### config.mk
export PLATFORM = sky130hd
export DESIGN_NAME = spi_eeprom_command_status_unit
export DESIGN_NICKNAME = d
export VERILOG_FILES = /design/src/hw/eeprom_spi_pkg.sv /design/src/hw/spi_eeprom_command_status_unit.sv /design/src/hw/write_cycle_timer.sv
export SDC_FILE = /design/constraint.sdc
export NUM_CORES = 1
export LEC_CHECK = 0
export CAP_MARGIN = 30
export CELL_PAD_IN_SITES_DETAIL_PLACEMENT = 1
export CELL_PAD_IN_SITES_GLOBAL_PLACEMENT = 2
export CORE_UTILIZATION = 40
export CTS_CLUSTER_SIZE = 30
export DETAILED_ROUTE_END_ITERATION = 8
export DONT_BUFFER_PORTS = 1
export PLACE_DENSITY = 0.73
export SLEW_MARGIN = 20
export SYNTH_ARGS = -nofsm -noshare
export SYNTH_HDL_FRONTEND = slang
export SYNTH_HIERARCHICAL = 1
export SYNTH_SLANG_ARGS = --single-unit
### constraint.sdc
create_clock -name sys_clk_i -period 3.05 [get_ports sys_clk_i]
set_clock_uncertainty 0.1 [all_clocks]
set_input_delay 0.915 -clock sys_clk_i [delete_from_list [all_inputs] [get_ports sys_clk_i]]
set_output_delay 0.915 -clock sys_clk_i [all_outputs]
set_load 0.02 [all_outputs]
### src/hw/eeprom_spi_pkg.sv
package eeprom_spi_pkg;

    // ==========================================================
    // Opcodes, shifted in most significant bit first.
    // ==========================================================
    localparam logic [7:0] LATCH_SET_CMD    = 8'h06;
    localparam logic [7:0] LATCH_CLEAR_CMD  = 8'h04;
    localparam logic [7:0] STATUS_READ_CMD  = 8'h05;
    localparam logic [7:0] STATUS_WRITE_CMD = 8'h01;
    localparam logic [7:0] MEM_READ_CMD     = 8'h03;
    localparam logic [7:0] MEM_WRITE_CMD    = 8'h02;

    // ==========================================================
    // Status register field positions and reset values.
    // ==========================================================
    localparam int unsigned STATUS_WRITE_DISABLE_BIT = 7;
    localparam int unsigned BLOCK_PROTECT_HI_BIT     = 3;
    localparam int unsigned BLOCK_PROTECT_LO_BIT     = 2;
    localparam int unsigned WRITE_ENABLE_LATCH_BIT   = 1;
    localparam int unsigned CYCLE_IN_PROGRESS_BIT    = 0;
    localparam logic        STATUS_WRITE_DISABLE_RST = 1'b0;
    localparam logic [1:0]  BLOCK_PROTECT_RST        = 2'h0;

    // ==========================================================
    // Byte framing and timing.
    // ==========================================================
    localparam logic [2:0]  LAST_BIT_IDX     = 3'h7;
    localparam logic [1:0]  MEM_WRITE_BYTES  = 2'h3;
    localparam int unsigned CLK_FREQ_KHZ     = 50000;
    localparam int unsigned WRITE_TIME_US    = 5000;
    localparam int unsigned WRITE_CYCLES     =
        (WRITE_TIME_US * CLK_FREQ_KHZ) / 1000;

endpackage : eeprom_spi_pkg

### src/hw/spi_eeprom_command_status_unit.sv
`timescale 1ns/1ps
`default_nettype none

// How it works
// - Serial output changes only after a sampled falling clock edge.
// - Serial input is captured on each sampled rising clock edge.
// - Chip select high deselects, output released; standby unless busy.
// - Traffic ignored after reset until a chip select falling edge.
// - Hold pauses the link while selected: output off, clock ignored.
// - Opcode byte first; 06h sets latch, 04h clears latch.
// - Status read 05h accepted anytime, status repeats while selected.
// - Opcode 03h is decoded as memory array read.
// - Opcode 02h is decoded as memory array write.
// - Unknown opcode: ignore everything until chip select rises.
// - Memory and status writes refused while the latch is clear.
// - After latch set or clear opcode, wait for chip select high.
// - Latch cleared by reset, clear command, and write cycle completion.
// - In-progress flag is one exactly while a write cycle runs.
// - Block-protect bits change only by status write, not when protected.
// - Disable bit set and write-protect low refuses status writes.
// - Status write ignores bits 6,5,4,1,0; bits 6..4 read zero.
// - Status write runs only if select rises right after eighth bit.
// - Select rise after valid status write starts timed cycle.
// - Old protect values hold during the cycle, new ones at completion.
module spi_eeprom_command_status_unit #(
    parameter int unsigned WRITE_CYCLES = eeprom_spi_pkg::WRITE_CYCLES
) (
    // Clock and reset
    input  wire logic       sys_clk_i,
    input  wire logic       rst_b_i,
    // Serial pins, asynchronous to sys_clk_i
    input  wire logic       spi_clk_i,
    input  wire logic       spi_cs_b_i,
    input  wire logic       spi_data_i,
    input  wire logic       spi_hold_b_i,
    input  wire logic       write_protect_b_i,
    output logic            spi_data_o,
    output logic            spi_data_oe_o,
    // Memory array side
    output logic            mem_read_cmd_o,
    output logic            mem_write_start_o,
    // Status view
    output logic [1:0]      block_protect_o,
    output logic            hardware_protected_mode_o,
    output logic            write_enable_latch_o,
    output logic            cycle_in_progress_o
);

    // ==========================================================
    // State.
    // ==========================================================
    typedef enum logic [2:0] {
        ST_IDLE        = 3'b000,
        ST_OPCODE      = 3'b001,
        ST_WAIT        = 3'b010,
        ST_STATUS_OUT  = 3'b011,
        ST_STATUS_DATA = 3'b100,
        ST_MEM_READ    = 3'b101,
        ST_MEM_WRITE   = 3'b110,
        ST_IGNORE      = 3'b111
    } link_state_type;
    typedef struct packed {
        logic [2:0]     clk_sync;
        logic [2:0]     cs_sync;
        logic [1:0]     data_sync;
        logic [1:0]     hold_sync;
        logic [1:0]     wp_sync;
        link_state_type st;
        logic           armed;
        logic [2:0]     bit_cnt;
        logic [7:0]     shift;
        logic [7:0]     opcode;
        logic           sr_ready;
        logic [1:0]     wr_bytes;
        logic [2:0]     out_idx;
        logic           out_started;
        logic           data_out;
        logic           data_oe;
        logic           write_enable_latch;
        logic           status_write_disable;
        logic [1:0]     bp;
        logic           pend_status_write_disable;
        logic [1:0]     pend_bp;
        logic           pend_status;
        logic           hardware_protected_mode;
        logic           mem_rd;
        logic           start;
        logic           mem_wr;
    } unit_state_type;

    unit_state_type r;
    unit_state_type next_r;
    logic timer_busy;
    logic timer_done;

    // ==========================================================
    // Self-timed write cycle.
    // ==========================================================
    write_cycle_timer #(
        .CYCLES (WRITE_CYCLES)
    ) u_timer (
        .sys_clk_i (sys_clk_i),
        .rst_b_i   (rst_b_i),
        .start_i   (r.start),
        .busy_o    (timer_busy),
        .done_o    (timer_done)
    );

    // ==========================================================
    // Next-state logic.
    // ==========================================================
    always_comb
    begin
        logic       clk_rise;
        logic       clk_fall;
        logic       cs_rise;
        logic       cs_fall;
        logic       selected;
        logic       held;
        logic       busy;
        logic [7:0] byte_in;
        logic [7:0] status;

        next_r = r;
        next_r.mem_rd = 1'b0;
        next_r.start  = 1'b0;
        next_r.mem_wr = 1'b0;

        // Select chain resets low, so only a real high-to-low arms the link.
        next_r.clk_sync  = {r.clk_sync[1:0], spi_clk_i};
        next_r.cs_sync   = {r.cs_sync[1:0], spi_cs_b_i};
        next_r.data_sync = {r.data_sync[0], spi_data_i};
        next_r.hold_sync = {r.hold_sync[0], spi_hold_b_i};
        next_r.wp_sync   = {r.wp_sync[0], write_protect_b_i};

        clk_rise = r.clk_sync[1] & ~r.clk_sync[2];
        clk_fall = ~r.clk_sync[1] & r.clk_sync[2];
        cs_rise  = r.cs_sync[1] & ~r.cs_sync[2];
        cs_fall  = ~r.cs_sync[1] & r.cs_sync[2];
        selected = ~r.cs_sync[1];
        held     = selected & ~r.hold_sync[1];
        busy     = timer_busy;
        byte_in  = {r.shift[6:0], r.data_sync[1]};

        status = 8'h00;
        status[eeprom_spi_pkg::STATUS_WRITE_DISABLE_BIT] = r.status_write_disable;
        status[eeprom_spi_pkg::BLOCK_PROTECT_HI_BIT]     = r.bp[1];
        status[eeprom_spi_pkg::BLOCK_PROTECT_LO_BIT]     = r.bp[0];
        status[eeprom_spi_pkg::WRITE_ENABLE_LATCH_BIT]   = r.write_enable_latch;
        status[eeprom_spi_pkg::CYCLE_IN_PROGRESS_BIT]    = busy;

        next_r.hardware_protected_mode = r.status_write_disable & ~r.wp_sync[1];

        if (cs_fall)
        begin
            next_r.armed       = 1'b1;
            next_r.st          = ST_OPCODE;
            next_r.bit_cnt     = 3'h0;
            next_r.out_idx     = 3'h0;
            next_r.out_started = 1'b0;
            next_r.sr_ready    = 1'b0;
            next_r.wr_bytes    = 2'h0;
        end
        else if (cs_rise)
        begin
            case (r.st)
                ST_WAIT:
                begin
                    next_r.write_enable_latch =
                        r.opcode == eeprom_spi_pkg::LATCH_SET_CMD;
                end
                ST_STATUS_DATA:
                begin
                    if (r.sr_ready && r.write_enable_latch && !r.hardware_protected_mode && !busy)
                    begin
                        next_r.start       = 1'b1;
                        next_r.pend_status = 1'b1;
                        next_r.pend_status_write_disable   =
                            r.shift[eeprom_spi_pkg::STATUS_WRITE_DISABLE_BIT];
                        next_r.pend_bp     = {
                            r.shift[eeprom_spi_pkg::BLOCK_PROTECT_HI_BIT],
                            r.shift[eeprom_spi_pkg::BLOCK_PROTECT_LO_BIT]};
                    end
                end
                ST_MEM_WRITE:
                begin
                    if (r.bit_cnt == 3'h0 && r.write_enable_latch && !busy &&
                        r.wr_bytes == eeprom_spi_pkg::MEM_WRITE_BYTES)
                    begin
                        next_r.start  = 1'b1;
                        next_r.mem_wr = 1'b1;
                    end
                end
                default:
                begin
                    next_r.st = ST_IDLE;
                end
            endcase
            next_r.st = ST_IDLE;
        end
        else if (selected && r.armed && !held)
        begin
            if (clk_rise && r.st != ST_IGNORE && r.st != ST_IDLE)
            begin
                next_r.shift   = byte_in;
                next_r.bit_cnt = r.bit_cnt + 3'h1;
                case (r.st)
                    ST_OPCODE:
                    begin
                        if (r.bit_cnt == eeprom_spi_pkg::LAST_BIT_IDX)
                        begin
                            next_r.opcode = byte_in;
                            if (byte_in == eeprom_spi_pkg::STATUS_READ_CMD)
                            begin
                                next_r.st = ST_STATUS_OUT;
                            end
                            else if (busy)
                            begin
                                next_r.st = ST_IGNORE;
                            end
                            else
                            begin
                                case (byte_in)
                                    eeprom_spi_pkg::LATCH_SET_CMD,
                                    eeprom_spi_pkg::LATCH_CLEAR_CMD:
                                    begin
                                        next_r.st = ST_WAIT;
                                    end
                                    eeprom_spi_pkg::STATUS_WRITE_CMD:
                                    begin
                                        next_r.st = ST_STATUS_DATA;
                                    end
                                    eeprom_spi_pkg::MEM_READ_CMD:
                                    begin
                                        next_r.st     = ST_MEM_READ;
                                        next_r.mem_rd = 1'b1;
                                    end
                                    eeprom_spi_pkg::MEM_WRITE_CMD:
                                    begin
                                        next_r.st = ST_MEM_WRITE;
                                    end
                                    default:
                                    begin
                                        next_r.st = ST_IGNORE;
                                    end
                                endcase
                            end
                        end
                    end
                    ST_STATUS_DATA:
                    begin
                        if (r.sr_ready)
                        begin
                            next_r.sr_ready = 1'b0;
                            next_r.st       = ST_IGNORE;
                        end
                        else if (r.bit_cnt == eeprom_spi_pkg::LAST_BIT_IDX)
                        begin
                            next_r.sr_ready = 1'b1;
                        end
                    end
                    ST_MEM_WRITE:
                    begin
                        if (r.bit_cnt == eeprom_spi_pkg::LAST_BIT_IDX &&
                            r.wr_bytes != eeprom_spi_pkg::MEM_WRITE_BYTES)
                        begin
                            next_r.wr_bytes = r.wr_bytes + 2'h1;
                        end
                    end
                    default:
                    begin
                        next_r.st = r.st;
                    end
                endcase
            end
            if (clk_fall && r.st == ST_STATUS_OUT)
            begin
                next_r.data_out    = status[3'h7 - r.out_idx];
                next_r.out_idx     = r.out_idx + 3'h1;
                next_r.out_started = 1'b1;
            end
        end

        // Output released when deselected, held or not reading status.
        next_r.data_oe = selected && !held && r.armed &&
                         next_r.st == ST_STATUS_OUT && next_r.out_started;

        // A completion takes effect after any latch command of the cycle.
        if (timer_done)
        begin
            next_r.write_enable_latch = 1'b0;
            if (r.pend_status)
            begin
                next_r.status_write_disable = r.pend_status_write_disable;
                next_r.bp   = r.pend_bp;
            end
            next_r.pend_status = 1'b0;
        end
    end

    // ==========================================================
    // Registers.
    // ==========================================================
    always_ff @(posedge sys_clk_i or negedge rst_b_i)
    begin
        if (!rst_b_i)
        begin
            r          <= '0;
            r.clk_sync <= 3'h7;
            r.hold_sync <= 2'h3;
            r.wp_sync  <= 2'h3;
            r.status_write_disable     <= eeprom_spi_pkg::STATUS_WRITE_DISABLE_RST;
            r.bp       <= eeprom_spi_pkg::BLOCK_PROTECT_RST;
        end
        else
        begin
            r <= next_r;
        end
    end

    // ==========================================================
    // Outputs.
    // ==========================================================
    assign spi_data_o                = r.data_out;
    assign spi_data_oe_o             = r.data_oe;
    assign mem_read_cmd_o            = r.mem_rd;
    assign mem_write_start_o         = r.mem_wr;
    assign block_protect_o           = r.bp;
    assign hardware_protected_mode_o = r.hardware_protected_mode;
    assign write_enable_latch_o      = r.write_enable_latch;
    assign cycle_in_progress_o       = timer_busy;

endmodule : spi_eeprom_command_status_unit

`default_nettype wire

### src/hw/write_cycle_timer.sv
`timescale 1ns/1ps
`default_nettype none

module write_cycle_timer #(
    parameter int unsigned CYCLES = eeprom_spi_pkg::WRITE_CYCLES
) (
    // Clock and reset
    input  wire logic sys_clk_i,
    input  wire logic rst_b_i,
    // Control
    input  wire logic start_i,
    output logic      busy_o,
    output logic      done_o
);

    localparam int unsigned CW = $clog2(CYCLES + 1);

    initial
    begin
        if (CYCLES < 1)
        begin
            $error("write_cycle_timer: CYCLES must be at least 1");
        end
    end

    typedef struct packed {
        logic          busy;
        logic          done;
        logic [CW-1:0] count;
    } timer_state_type;

    timer_state_type r;
    timer_state_type next_r;

    always_comb
    begin
        next_r = r;
        next_r.done = 1'b0;
        if (r.busy)
        begin
            if (r.count == CW'(1))
            begin
                next_r.busy = 1'b0;
                next_r.done = 1'b1;
            end
            next_r.count = r.count - CW'(1);
        end
        else if (start_i)
        begin
            next_r.busy  = 1'b1;
            next_r.count = CW'(CYCLES);
        end
    end

    always_ff @(posedge sys_clk_i or negedge rst_b_i)
    begin
        if (!rst_b_i)
        begin
            r <= '0;
        end
        else
        begin
            r <= next_r;
        end
    end

    assign busy_o = r.busy;
    assign done_o = r.done;

endmodule : write_cycle_timer

`default_nettype wire

# == Yosys cells after proc, flatten, opt, wreduce, memory -nomap -nowiden ==
# Cells that the tools add are included.
# word_totals
elab_cells,168
reg_bits,76
output_inout_bits,9
input_bits,7
# op_classes
addsub,5
muxes,55
bitwise,14
order_cmp,1
reduce_logical,44
n_eq_ne,20
# op_table
operator,n
$mux 27,2
$mux 18,2
$mux 3,11
$eq 8x3->1 const B,4
$mux 1,25
$mux 22,1
$reduce_bool 2->1,11
$reduce_and 4->1,5
$eq 18x1->1 const B,1
$sub 18x1->18 const B,1
$eq 8x2->1 const B,2
$logic_and 1x1->1,16
$mux 8,2
$pmux 3 s4,1
$mux 2,5
$eq 3x2->1 const B,3
$eq 3x3->1 const B,3
$reduce_and 3->1,3
$eq 8x1->1 const B,1
$not 1->1,8
$mux 7,1
$add 3x1->3 const B,2
$and 1x1->1,6
$pmux 3 s2,1
19 further kinds,22

# == Depth between registers and ports, before layout ==
# depth
word_depth,14
mapped_depth,8

# == By module ==
# The synthesis kept the hierarchy.
# by_module_without_submodules
module,seq_area_each_um2,area_per_inst_um2,cells_per_inst,instances
spi_eeprom_command_status_unit,1410.1,2521.2,208,1
write_cycle_timer,500.5,1092.3,107,1

# == Worst setup path before layout ==
# No wires, ideal clock.
# synth_path
kind,register to register
from,register u_timer/r[7] (netlist bit)
to,register u_timer/r[16] (netlist bit)
path_slack_ps,821
arrival_ps,2047
stages_incl_launch_ff,6
setup_ps,82
path_buffers,1
cell_sequence,dfrtp_1 > or4_4 > or3_1 > clkbuf_2 > or4_1 > a31oi_1
# synth_between
elab_chain_len,2
# synth_lines
element,line_no,source
from (decl),write_cycle_timer.sv:32,timer_state_type r;
from (signal assigned),write_cycle_timer.sv:63,r <= next_r;
$sub 18x1->18,write_cycle_timer.sv:46,next_r.count = r.count - CW'(1);
$mux 18,write_cycle_timer.sv:39,if (r.busy)
# Every way passes these cells.
# A chain may end at the register's enable or synchronous reset.

==> summary.md <==
| Metric | Value |
|---|---|
| Result of the run | `completed` |
| Number of diodes | `0` |
| TNS Setup | `0 ns` |
| Placed inst area | `3700 sq um` |
| TritonCTS clock tree | `yes` |
| Area share of fa/ha/maj cells after synthesis | `3.12%` |
| Biggest area contributors in the synthesized netlist | `sky130_fd_sc_hd__dfrtp_1, sky130_fd_sc_hd__mux2_2, sky130_fd_sc_hd__dfstp_2, sky130_fd_sc_hd__ha_1, sky130_fd_sc_hd__nor2_1` |
| Starting density of the core | `41.4%` |
| GRT Resource Usage Total | `19.3%` |
| Simple-gate share of the synthesized area | `20.5%` |
| Kind of launch point of the worst setup path | `flop` |
| Number of max-capacitance violations reported | `0` |
| Post-synthesis cell type count | `63` |
| Net switching component of the power | `0.427 mW` |
| Number of flip-flops and latches in the synthesized netlist | `76` |
| Largest net degree at the start of global routing | `77` |
| Endpoints failing setup | `0` |
| Worst Path Arrival | `2.59 ns` |
| Library cell used as clock root buffer | `sky130_fd_sc_hd__clkbuf_8` |
| Wire length after detailed routing | `7970 microns` |
| Area grow syn2layout | `8.17%` |
| Switching share of power | `22.0%` |
| Global-route wire length before repair | `14200 microns` |
| Type of the worst setup path | `reg2reg` |
| Worst slew margin relative to its limit | `51.7%` |
| Cell type of the slowest stage on the worst timing path | `sky130_fd_sc_hd__ha_1` |
| Static Leakage | `1.81 nW` |
| Global routing usage on met1 | `25.2%` |
| Worst flop-to-flop path endpoint | `r[1]$_DFF_PN0_` |
| Area of combinational cells with multiple inputs | `1590 sq um` |
| Cell row count | `34` |
| Number of non-filler instances in the completed layout | `431` |
| Bufs on Longest Clock Path | `2` |
| Share of Yosys cell area claimed by the top area cell type | `47.8%` |
| Leading post-synthesis cells by instance count | `sky130_fd_sc_hd__dfrtp_1, sky130_fd_sc_hd__mux2_2, sky130_fd_sc_hd__nor2_1, sky130_fd_sc_hd__nand2_1` |
| Number of max-slew violations in the final report | `0` |
| Synth Area in Compound Gates | `9.35%` |
| Post-CTS setup-driven buffer insertion count | `0` |
| Fraction of final layout cells sized beyond drive strength 1 | `19.5%` |
| Combinational power share | `3.4%` |
| Area of the die | `9420 sq um` |
| Synthesized instance count | `315` |
| Avg Cell Area, Syn | `11.5 sq um` |
| Fraction of synthesized cell area in xor and xnor cells | `1.94%` |
| CTS Buf Count | `9` |
| Post-CTS sizing | `0` |
| Largest area contributor in the netlist | `sky130_fd_sc_hd__dfrtp_1` |
| Die Y | `97.0 microns` |
| Kind of end point of the critical path | `flop` |
| Width of the die | `97.0 microns` |
| Post-synth net total | `331` |
| Clock-pin slew on the worst setup and hold paths | `0.08 ns` |
| Cell area after layout | `3910 sq um` |
| CP max stage delay | `0.62 ns` |
| EDFF count, synth | `0` |
| Delay-heaviest family, CP | `simple AND/OR/NAND/NOR gates` |
| Antenna violations before repair | `0` |
| Final period utilization | `80.9%` |
| Synth Flop Type | `sky130_fd_sc_hd__dfrtp_1` |
| Global routing's busiest layer | `met2` |
| Number of endpoints with negative hold slack in the final report | `0` |
| Global routing usage on met3 | `5.49%` |
| Fill cells | `939` |
| Drt via density | `5.64` |
| HP Class | `in2async` |
| PnR Total Power | `1.95 mW` |
| Detailed Place HPWL | `5440 microns` |
| Max FO, Critical Path | `19` |
| Depth of the worst register-to-register path | `5` |
| DR WL/cell | `18.5 microns` |
| Count of buffers from port buffering | `0` |
| Number of global-route vias before repair | `2624` |
| Period minus WS final | `2.47 ns` |
| Data required, critical path | `3.18 ns` |
| Slew of the pin with the lowest slew margin | `0.725 ns` |
| Sinks on Clock Net | `76` |
| Buffers & Inverters on Critical Path | `1` |
| Worst-skew pair later-pin latency | `0.35 ns` |
| Min Hold Slack | `0.149 ns` |
| Mux contribution to synthesized area | `9.18%` |
| H-tree lvl count | `3` |
| DRC violation total after the first TritonRoute iteration | `45` |
| Ratio of total power to cell area | `498 nW/um^2` |
| Main combinational cell family by area after synthesis | `simple AND/OR/NAND/NOR gates` |
| Placer's final routability congestion estimate | `0.710` |
| Number of nets with antenna violations after routing | `0` |
| Synth Warn # | `6` |
| Total DRC errors in the routed layout | `0` |
| Register share of total power | `54.0%` |
| Startpoint of the lowest-slack register-to-register path | `r[52]$_DFF_PN0_` |
| Leftover overflow at the end of global routing | `0` |
| Total number of vias | `2432` |
| Maximum resistive drop on vdd | `0.211 mV` |
| TritonRoute pass-1 iters | `4` |
| Reg-to-reg setup timing slack | `0.58 ns` |
| Area of the core | `8720 sq um` |
| Routing usage on met2 | `31.0%` |
| Unrepaired setup endpoints after global routing | `false` |
| Number of nets in the layout | `334` |
| Leading cell type by number of instances after synthesis | `sky130_fd_sc_hd__dfrtp_1` |
| Sequential cell area fraction in the yosys report | `52.9%` |
| Sequential standard cell area | `1910 sq um` |
| Async set-reset flop share out of synthesis | `100%` |
| Placed cell count | `415` |
| Top achievable clock speed | `405 MHz` |
| Io pins | `16` |
| Clock network fraction of design power | `42.6%` |
| Cell Int Power | `1.52 mW` |
| Worst-path cell chain | `inv_1 > ha_1 > nand3b_1 > or4_1 > a211oi_1` |
| # hold bufs at CTS | `0` |
| Mapped Area | `3610 sq um` |
[registers in the layout, indices dropped and copies added (netlist names)]
name                       count
mem_write_start_o              1
write_enable_latch_o           1
next_r                         7
u_timer/r                     18
spi_data_o                     1
block_protect_o                2
hardware_protected_mode_o      1
u_timer/busy_o                 1
r                             41
spi_data_oe_o                  1
u_timer/done_o                 1
mem_read_cmd_o                 1
[layer usage]
layer  wire length, microns  vias to the layer above
li1                       -                     1154
met1                   3670                     1250
met2                   3930                       21
met3                    260                        7
met4                    104                        0
met5                      0                        -
[worst max-delay path by stage]
stage | to | cells past startpoint | startpoint
final | r[1]$_DFF_PN0_ | 5 | r[52]$_DFF_PN0_
after global routing | r[1]$_DFF_PN0_ | 4 | next_r[52]$_DFF_PN0_
after CTS | r[1]$_DFF_PN0_ | 5 | r[52]$_DFF_PN0_
after detailed placement | r[1]$_DFF_PN0_ | 5 | r[52]$_DFF_PN0_
after global placement | r[1]$_DFF_PN0_ | 5 | r[52]$_DFF_PN0_
after floorplan | u_timer/r[16]$_DFFE_PN0P_ | 5 | u_timer/r[7]$_DFFE_PN0P_
[per-stage QoR]
stage,utilization [%],setup slack (ns)
final,44.8,0.583
after global routing,44.8,0.479
after floorplan,-,0.821
after detailed placement,42.4,0.610
after CTS,44.8,0.563
after global placement,42.4,0.644
[power by group through the flow]
stage	combinational [mW]	clock [mW]	sequential, mW
after floorplan	0.0527	0	1.06
after global placement	0.0656	0	1.07
after global routing	0.0745	0.901	1.05
after CTS	0.0671	0.859	1.05
final	0.0662	0.829	1.05
after detailed placement	0.0665	0	1.07
[cells in the final DEF, fill, tap and decap left out, drive strengths merged, types with 4 or more instances in the layout]
cell type	n
a21oi	8
a22o	4
a31oi	6
buf	5
clkbuf	12
dfrtp	69
dfstp	7
ha	9
inv	6
mux2	23
mux2i	5
nand2	22
nand2b	13
nand3	5
nand4	4
nor2	24
nor3	12
nor4	9
nor4b	4
o21ai	11
o31ai	5
or3	5
or4	5
xnor2	5
[worst reg2reg max path, stage by stage, from the launching register on]
cell	delay, ns
sky130_fd_sc_hd__dfrtp_1	0.39
sky130_fd_sc_hd__inv_1	0.06
sky130_fd_sc_hd__ha_1	0.62
sky130_fd_sc_hd__nand3b_1	0.19
sky130_fd_sc_hd__or4_1	0.60
sky130_fd_sc_hd__a211oi_1	0.38
[layout make-up]
cell class	instances	area share, %
Sequential cell	76	48.9
Timing Repair Buffer	5	0.960
Multi-Input combinational cell	220	40.8
Clock inverter	4	1.89
Tap cell	108	3.46
Inverter	6	0.576
Clock buffer	12	3.46
[cell families (layout without fill, tap and decap cells)]
kind of cell / Yosys count / after routing
adders and majority gates: 9 / 9
muxes: 29 / 29
DFF: 76 / 76
xor gates and xnor gates: 8 / 8
buffers and inverters: 19 / 27
and+or+nand+nor: 125 / 125
AOI/OAI and AO/OA: 49 / 49
(Power assumes the default switching activity.)
